$ cat src/include/slfm_pkg.sv
`default_nettype none
package slfm_pkg;
    // link modes handled by the mapper
    localparam logic [3:0] SLFM_MODE0 = 4'h0;
    localparam logic [3:0] SLFM_MODE1 = 4'h1;
    localparam logic [3:0] SLFM_MODE2 = 4'h2;
    localparam logic [3:0] SLFM_MODE3 = 4'h3;
    localparam logic [3:0] SLFM_MODE4 = 4'h4;
    localparam logic [3:0] SLFM_MODE5 = 4'h5;
    localparam logic [3:0] SLFM_MODE6 = 4'h6;
    // channel count variants
    localparam logic [1:0] SLFM_VAR_SINGLE = 2'h0;
    localparam logic [1:0] SLFM_VAR_DUAL   = 2'h1;
    localparam logic [1:0] SLFM_VAR_QUAD   = 2'h2;
    localparam int SLFM_LANES    = 8;
    localparam int SLFM_CHANS    = 4;
    localparam int SLFM_SPC      = 10;  // samples per channel per input beat
    localparam int SLFM_FRAME_W  = 64;  // widest frame: eight octets
    localparam int SLFM_FIFO_DEP = 8;
    localparam logic [3:0]  SLFM_TAIL   = 4'h0;
    localparam logic [7:0]  SLFM_FILL8  = 8'h00;
    localparam logic [3:0]  SLFM_FILL4  = 4'h0;

    typedef logic [11:0] slfm_smp_t;
    // one input beat: up to ten samples of each channel, msb-aligned 12-bit
    typedef struct packed {
        slfm_smp_t [SLFM_CHANS-1:0][SLFM_SPC-1:0] smp;
    } slfm_beat_t;
    // one mapped frame on every lane, octet 0 in the top bits
    typedef struct packed {
        logic [SLFM_LANES-1:0]                     lane_en;
        logic [SLFM_LANES-1:0][SLFM_FRAME_W-1:0]  lane;
    } slfm_frame_t;
endpackage : slfm_pkg
`default_nettype wire

$ cat src/rtl/slfm_fifo.sv
`timescale 1ns/10ps
`default_nettype none
module slfm_fifo #(
    parameter int WIDTH = 8,
    parameter int DEPTH = 8
) (
    input  wire logic             clk_sys,
    input  wire logic             rst_n,
    input  wire logic             in_valid,
    output logic                  in_ready,
    input  wire logic [WIDTH-1:0] in_data,
    output logic                  out_valid,
    input  wire logic             out_ready,
    output logic      [WIDTH-1:0] out_data
);
    localparam int AW = $clog2(DEPTH);
    typedef struct packed {
        logic [AW-1:0] wp;
        logic [AW-1:0] rp;
        logic [AW:0]   cnt;
    } slfm_fifo_st_t;
    slfm_fifo_st_t st, next_st;
    logic [WIDTH-1:0] mem [DEPTH];
    logic push, pop;

    // honest flags straight from the count
    assign in_ready  = (st.cnt != (AW+1)'(DEPTH));
    assign out_valid = (st.cnt != '0);
    assign out_data  = mem[st.rp];
    assign push = in_valid && in_ready;
    assign pop  = out_valid && out_ready;

    always_comb begin
        next_st = st;
        if (push) next_st.wp = st.wp + 1'b1;
        if (pop)  next_st.rp = st.rp + 1'b1;
        next_st.cnt = st.cnt + (AW+1)'(push) - (AW+1)'(pop);
    end

    always_ff @(posedge clk_sys or negedge rst_n) begin
        if (!rst_n) st <= '0;
        else        st <= next_st;
    end

    // storage has no reset, only pointers and count do
    always_ff @(posedge clk_sys) begin
        if (push) mem[st.wp] <= in_data;
    end
endmodule : slfm_fifo
`default_nettype wire

$ cat src/rtl/slfm_mapper.sv
`timescale 1ns/10ps
`default_nettype none
module slfm_mapper
    import slfm_pkg::*;
(
    input  wire logic                   clk_sys,
    input  wire logic                   rst_n,
    input  wire logic [3:0]             link_mode_select,
    input  wire logic [1:0]             chan_variant,
    input  wire slfm_beat_t             smp_data,
    input  wire logic                   smp_valid,
    output logic                        smp_ready,
    input  wire logic                   frame_ready,
    output logic                        frame_valid,
    output logic [SLFM_LANES-1:0]       lane_enable,
    output logic [SLFM_LANES-1:0][SLFM_FRAME_W-1:0] lane_data
);
    ////////////////////////////////////////////////////////////////////////////
    // mirror of the buffer fill, wide enough to hold the full depth
    localparam int               OCC_W    = $clog2(SLFM_FIFO_DEP) + 1;
    localparam logic [OCC_W-1:0] OCC_FULL = OCC_W'(SLFM_FIFO_DEP);

    // output flop, buffer fill mirror and registered ready in one state word
    typedef struct packed {
        logic             out_vld;
        slfm_frame_t      out;
        logic [OCC_W-1:0] used;
        logic             in_rdy;
    } slfm_st_t;
    // reset leaves the pipe empty but ready, so a beat may come at the first edge
    localparam slfm_st_t ST_IDLE = '{out_vld: 1'b0, out: '0, used: '0, in_rdy: 1'b1};
    slfm_st_t    st, next_st;
    slfm_frame_t map_frame, fifo_frame;
    logic        fifo_valid, fifo_pop, take;

    // sample helpers; the 10- and 8-bit forms take the upper bits
    function automatic slfm_smp_t s12(input slfm_beat_t b, input int c, input int n);
        s12 = b.smp[c][n];
    endfunction : s12
    function automatic logic [9:0] s10(input slfm_beat_t b, input int c, input int n);
        s10 = b.smp[c][n][11:2];
    endfunction : s10
    function automatic logic [7:0] s8(input slfm_beat_t b, input int c, input int n);
        s8 = b.smp[c][n][11:4];
    endfunction : s8
    // channel present in this variant; absent channels go out as zero fill
    // variant code 3 falls to the single case, the safest reading
    function automatic logic chan_on(input logic [1:0] v, input int c);
        unique case (v)
            SLFM_VAR_QUAD: chan_on = (c < SLFM_CHANS);
            SLFM_VAR_DUAL: chan_on = (c < 2);
            default:       chan_on = (c < 1);
        endcase
    endfunction : chan_on
    // lane count for the single, dual or quad variant
    function automatic int pick(input logic [1:0] v, input int n_single, input int n_dual, input int n_quad);
        unique case (v)
            SLFM_VAR_QUAD: pick = n_quad;
            SLFM_VAR_DUAL: pick = n_dual;
            default:       pick = n_single;
        endcase
    endfunction : pick
    // lanes per mode and variant
    function automatic int lanes_used(input logic [3:0] m, input logic [1:0] v);
        unique case (m)
            SLFM_MODE0:             lanes_used = pick(v, 2, 4, 8);
            SLFM_MODE1, SLFM_MODE6: lanes_used = pick(v, 2, 3, 6);
            SLFM_MODE2, SLFM_MODE3: lanes_used = pick(v, 1, 2, 4);
            SLFM_MODE4:             lanes_used = pick(v, 1, 2, 3);
            SLFM_MODE5:             lanes_used = pick(v, 1, 1, 2);
            default:                lanes_used = 0;
        endcase
    endfunction : lanes_used

    ////////////////////////////////////////////////////////////////////////////
    // frame build; every frame is left-justified, unused bits zero
    always_comb begin
        int nl;
        nl = lanes_used(link_mode_select, chan_variant);
        map_frame = '0;
        unique case (link_mode_select)
            SLFM_MODE0: begin
                for (int ln = 0; ln < SLFM_LANES; ln++) begin
                    map_frame.lane[ln] = {s12(smp_data, ln/2, ln%2),
                                          s12(smp_data, ln/2, ln%2 + 2),
                                          s12(smp_data, ln/2, ln%2 + 4),
                                          s12(smp_data, ln/2, ln%2 + 6),
                                          s12(smp_data, ln/2, ln%2 + 8),
                                          SLFM_TAIL}; // tail zero
                end
            end
            // modes 1 and 6 packing, C/D repeat A/B
            SLFM_MODE1, SLFM_MODE6: begin
                // g picks the A/B or C/D group; bit selects index the beat itself,
                // since a select on a function result is not legal
                for (int g = 0; g < 2; g++) begin
                    map_frame.lane[3*g][63:48]   = {smp_data.smp[2*g][0], smp_data.smp[2*g][1][11:8]};
                    map_frame.lane[3*g+1][63:48] = {smp_data.smp[2*g][1][7:0],
                        (chan_on(chan_variant, 2*g+1) ? smp_data.smp[2*g+1][0][11:4] : SLFM_FILL8)};
                    map_frame.lane[3*g+2][63:48] = {smp_data.smp[2*g+1][0][3:0], smp_data.smp[2*g+1][1]};
                end
            end
            SLFM_MODE2: begin
                for (int ln = 0; ln < SLFM_CHANS; ln++)
                    map_frame.lane[ln][63:56] = s8(smp_data, ln, 0);
            end
            SLFM_MODE3: begin
                for (int ln = 0; ln < SLFM_CHANS; ln++)
                    map_frame.lane[ln][63:24] = {s10(smp_data, ln, 0), s10(smp_data, ln, 1),
                                                 s10(smp_data, ln, 2), s10(smp_data, ln, 3)};
            end
            SLFM_MODE4: begin
                map_frame.lane[0][63:48] = {smp_data.smp[0][0],
                    (chan_on(chan_variant, 1) ? smp_data.smp[1][0][11:8] : SLFM_FILL4)};
                // dual has no channel C, so the second lane ends in zero fill
                map_frame.lane[1][63:48] = {smp_data.smp[1][0][7:0],
                    (chan_on(chan_variant, 2) ? smp_data.smp[2][0][11:4] : SLFM_FILL8)};
                map_frame.lane[2][63:48] = {smp_data.smp[2][0][3:0], smp_data.smp[3][0]};
            end
            SLFM_MODE5: begin
                map_frame.lane[0][63:48] = {s8(smp_data, 0, 0),
                    (chan_on(chan_variant, 1) ? s8(smp_data, 1, 0) : SLFM_FILL8)};
                map_frame.lane[1][63:48] = {s8(smp_data, 2, 0), s8(smp_data, 3, 0)};
            end
            default: map_frame = '0;
        endcase
        for (int ln = 0; ln < SLFM_LANES; ln++) begin
            map_frame.lane_en[ln] = (ln < nl);
            if (ln >= nl) map_frame.lane[ln] = '0;
        end
    end

    ////////////////////////////////////////////////////////////////////////////
    // frame buffer; back-pressure stalls the sample source
    slfm_fifo #(
        .WIDTH ($bits(slfm_frame_t)),
        .DEPTH (SLFM_FIFO_DEP)
    ) u_fifo (
        .clk_sys   (clk_sys),
        .rst_n     (rst_n),
        .in_valid  (take),
        .in_ready  (),
        .in_data   (map_frame),
        .out_valid (fifo_valid),
        .out_ready (fifo_pop),
        .out_data  (fifo_frame)
    );

    ////////////////////////////////////////////////////////////////////////////
    // the buffer's own ready is gates after its count; a mirror count gives a
    // registered ready instead, so every top-level output leaves a flop
    assign take      = smp_valid && st.in_rdy;
    assign smp_ready = st.in_rdy;

    // output stage: registered so all outputs come from flops
    assign fifo_pop = fifo_valid && (!st.out_vld || frame_ready);
    always_comb begin
        next_st = st;
        if (st.out_vld && frame_ready) next_st.out_vld = 1'b0;
        if (fifo_pop) begin
            next_st.out_vld = 1'b1;
            next_st.out     = fifo_frame;
        end
        // mirror count moves with every push and pop of the buffer
        next_st.used   = st.used + OCC_W'(take) - OCC_W'(fifo_pop);
        // ready looks at the next count, so a beat beyond the depth is refused at once
        next_st.in_rdy = (next_st.used != OCC_FULL);
    end

    // async reset loads the idle constant only
    always_ff @(posedge clk_sys or negedge rst_n) begin
        if (!rst_n) st <= ST_IDLE;
        else        st <= next_st;
    end

    // lane outputs straight from the output flop
    assign frame_valid = st.out_vld;
    assign lane_enable = st.out.lane_en;
    assign lane_data   = st.out.lane;
endmodule : slfm_mapper
`default_nettype wire

$ cat config.mk
export PLATFORM = sky130hd
export DESIGN_NAME = slfm_mapper
export DESIGN_NICKNAME = d
export VERILOG_FILES = /design/src/include/slfm_pkg.sv /design/src/rtl/slfm_fifo.sv /design/src/rtl/slfm_mapper.sv
export SDC_FILE = /design/constraint.sdc
export NUM_CORES = 2
export LEC_CHECK = 0
export ABC_CLOCK_PERIOD_IN_PS = 54700
export BUFFER_PORTS_ARGS = -buffer_cell sky130_fd_sc_hd__buf_4
export CELL_PAD_IN_SITES_DETAIL_PLACEMENT = 1
export CELL_PAD_IN_SITES_GLOBAL_PLACEMENT = 2
export CORE_MARGIN = 4
export CORE_UTILIZATION = 51
export CTS_CLUSTER_SIZE = 10
export DETAILED_ROUTE_END_ITERATION = 10
export PLACE_DENSITY_LB_ADDON = 0.3
export SLEW_MARGIN = 20
export SYNTH_ARGS = -nofsm -noshare
export SYNTH_HDL_FRONTEND = slang
export SYNTH_MEMORY_MAX_BITS = 65536
export SYNTH_SLANG_ARGS = --single-unit
$ cat constraint.sdc
create_clock -name clk_sys -period 54.7 [get_ports clk_sys]
set_input_delay 5.47 -clock clk_sys [delete_from_list [all_inputs] [get_ports clk_sys]]
set_output_delay 5.47 -clock clk_sys [all_outputs]
set_load 0.005 [all_outputs]
==> impl_metrics.toml <==
[place]
dp_hpwl_mm = 294.1
dpl.cell_count = 13429
gp_congestion = 0.7992
port_buffers = 979
dpl_worst_slack_ns = 43.12

[sta]
worst_pin_slew_ns = 1.255
fmax_mhz = 95.11
setup_slack_ns = 44.19
clock_skew_ns = 0.05082
timing.final.crit_share = 0.1922
finalHoldViolCount = 0
slew_headroom = 0.1633
min_period_ns = 10.51
setup-violations-final = 0
fin_setup_tns_ns = 0
rsz0062_at_grt = "false"
drv_slew = 0

[finish]
seq_area_mm2 = 0.1299
nFillCells = 28954
multi_input_area_mm2 = 0.03671
layout-area-overhead-vs-synth_pct = 13.87
nNetsFinal = 9942
layout.cells.non_filler = 14373
drive_gt1_frac = 0.2790

[clock_tree]
cts_setup_buffers = 0
htreeDepth = 6
insertion_delay_ns = 1.03
cts_tree = "yes"
path_clk_slew_ns = 0.05
clock_sinks = 4408
cts_hold_buf = 0
ctsResizeCount = 0
clock_path_buffers = 4
root_buffer = "clkbuf_16"
cts_buffers = 518

[critical_path]
path_class = "in -> reg"
crit_path_start_kind = "input port"
worst_ep_required_time_ns = 55.30
regToRegSetupSlack_ns = 48.22
cp_max_fo = 105
worstPathArrival_ns = 11.11
setup.worst_path.end_class = "flop"

[synth]
yosysMostFrequentCell = "edfxtp_1"
synth_top_area_frac = 0.6794
synth_ff_type = "edfxtp_1"
async_flop_share = 0.1143
ys_seq_area_frac = 0.7525
synth_edf_count = 3904
syn_area_per_cell_um2 = 19.64
synth_commonest_cells = "edfxtp_1, mux4_2, nor2_1, buf_4, a21oi_1"
synth_area_mm2 = 0.1725
synth_top_cell_by_area = "edfxtp_1"
yosysWarnings = 0
yosys-top-cells-area = "edfxtp_1, mux4_2, dfrtp_1"
synth_cell_types = 54
ys_ff_latch = 4408
syn_inst = 8784

[floorplan]
dieArea_mm2 = 0.3477
start_util = 0.5122
core_region_area_mm2 = 0.3369
die_h_um = 589.7
die_w_um = 589.7
pin_count = 1012
row_count = 213

[routing]
drtIter0Drc = 11118
wl_met2_mm = 232.4
firstDrtPassIters = 7
drt-met1-wl_mm = 188.6
drc_errors = 0
route.detailed.wl_per_inst_um = 33.54
routed.top_layer = "met5"
vias = 88590
drtAntennaViolNets = 0
met3_length_mm = 41.81
vias_per_cell = 6.164
wl_mm = 482.1

[pwr]
p_total_w = 0.01052
ir_drop_mv = 0.04490
power.leakage_nw = 69.95
power_density_mw_per_mm2 = 53.52

[job]
cap_violations = 0

[global_route]
antenna_found_initial = 67
grt_pass1_wl_mm = 689.7
grt.total_usage = 0.2744
grt_overflow = 0
grt_start_max_net_pins = 195
grt_pass1_vias = 92379

[worst_hold_path]
hp-class = "reg -> reg"

[outcome]
outcome = "finished, final reports clean"
path summary, 6_finish.rpt:
check,start,endpoint,cells after the start
min reg2reg,u_fifo.st[9],u_fifo.st[9],1
max reg2reg,smp_ready,u_fifo.mem[4][261],10
min in group asynchronous,rst_n,lane_data[341],1
max,smp_valid,u_fifo.mem[4][261],11
max in group asynchronous,rst_n,lane_data[210],4
min,u_fifo.st[9],u_fifo.st[9],1
stage by stage:
step | util | hold slack [ns] | instance area, um^2
finish | 0.5833 | 0.5014 | 196500
global route | 0.5832 | 0.5404 | 196400
CTS | 0.5829 | 0.5009 | 196300
detailed placement | 0.5376 | 0.4940 | 181100
global placement | 0.5376 | 0.4832 | 181100
floorplan | - | 0.4574 | 172700
cell families after synthesis:
| logic type | after synthesis | share of synthesized area |
|---|---|---|
| flops | 4408 | 0.7525 |
| mux | 1472 | 0.1562 |
| simple gates | 1092 | 0.02814 |
| buf+inv | 1059 | 0.03611 |
| compound gates | 726 | 0.02519 |
| fa+ha+maj | 17 | 0.001320 |
| xor+xnor | 9 | 0.0004569 |
| other cells | 1 | 0.00002173 |
layout by cell type (no fill, tap or decap), types with 122 or more instances in the layout:
master	count
nor2_1	689
mux4_2	976
dfrtp_1	500
edfxtp_1	3904
buf_4	1109
clkbuf_1	318
a22oi_1	122
and3_1	248
clkbuf_16	530
mux2i_1	489
a21oi_1	504
registers in the layout, summed over array words and instances, names as in the netlist:
register and count:
u_fifo.st 10, smp_ready 1, frame_valid 1, lane_enable 8, st 4, u_fifo.mem 3904
lane_data 480
metal layers:
layer  up-vias  global-route usage
li1      35985                   -
met1     47481              0.3860
met2      4318              0.4336
met3       792             0.05308
met4        14             0.09981
met5         -                   0
critical path: stages:
cell and delay, ns:
buf_4 0.08, nand2_1 0.09, a21oi_1 0.44, nand2_1 0.34, nor3_2 0.22, buf_4 0.50, buf_4 0.62, buf_4 0.77
buf_4 0.76, buf_12 0.69, buf_4 0.85
layout make-up:
| cell class | count | area share |
|---|---|---|
| antenna | 37 | 0.0004712 |
| sequential | 4408 | 0.6609 |
| tap | 4515 | 0.02875 |
| inverter | 23 | 0.0004585 |
| multi-input combinational | 3348 | 0.1868 |
| clock buffer | 854 | 0.07400 |
| clock inverter | 52 | 0.003572 |
| timing repair buffer | 1136 | 0.04500 |
power by group:
group | internal (W) | leakage (nW) | switching [W] | total, W
logic | 0.00122 | 18.8 | 0.00162 | 0.00284
registers | 0.00424 | 43.9 | 0.000290 | 0.00453
clock network | 0.00182 | 7.28 | 0.00133 | 0.00314
Power figures use the tool's default switching activity.
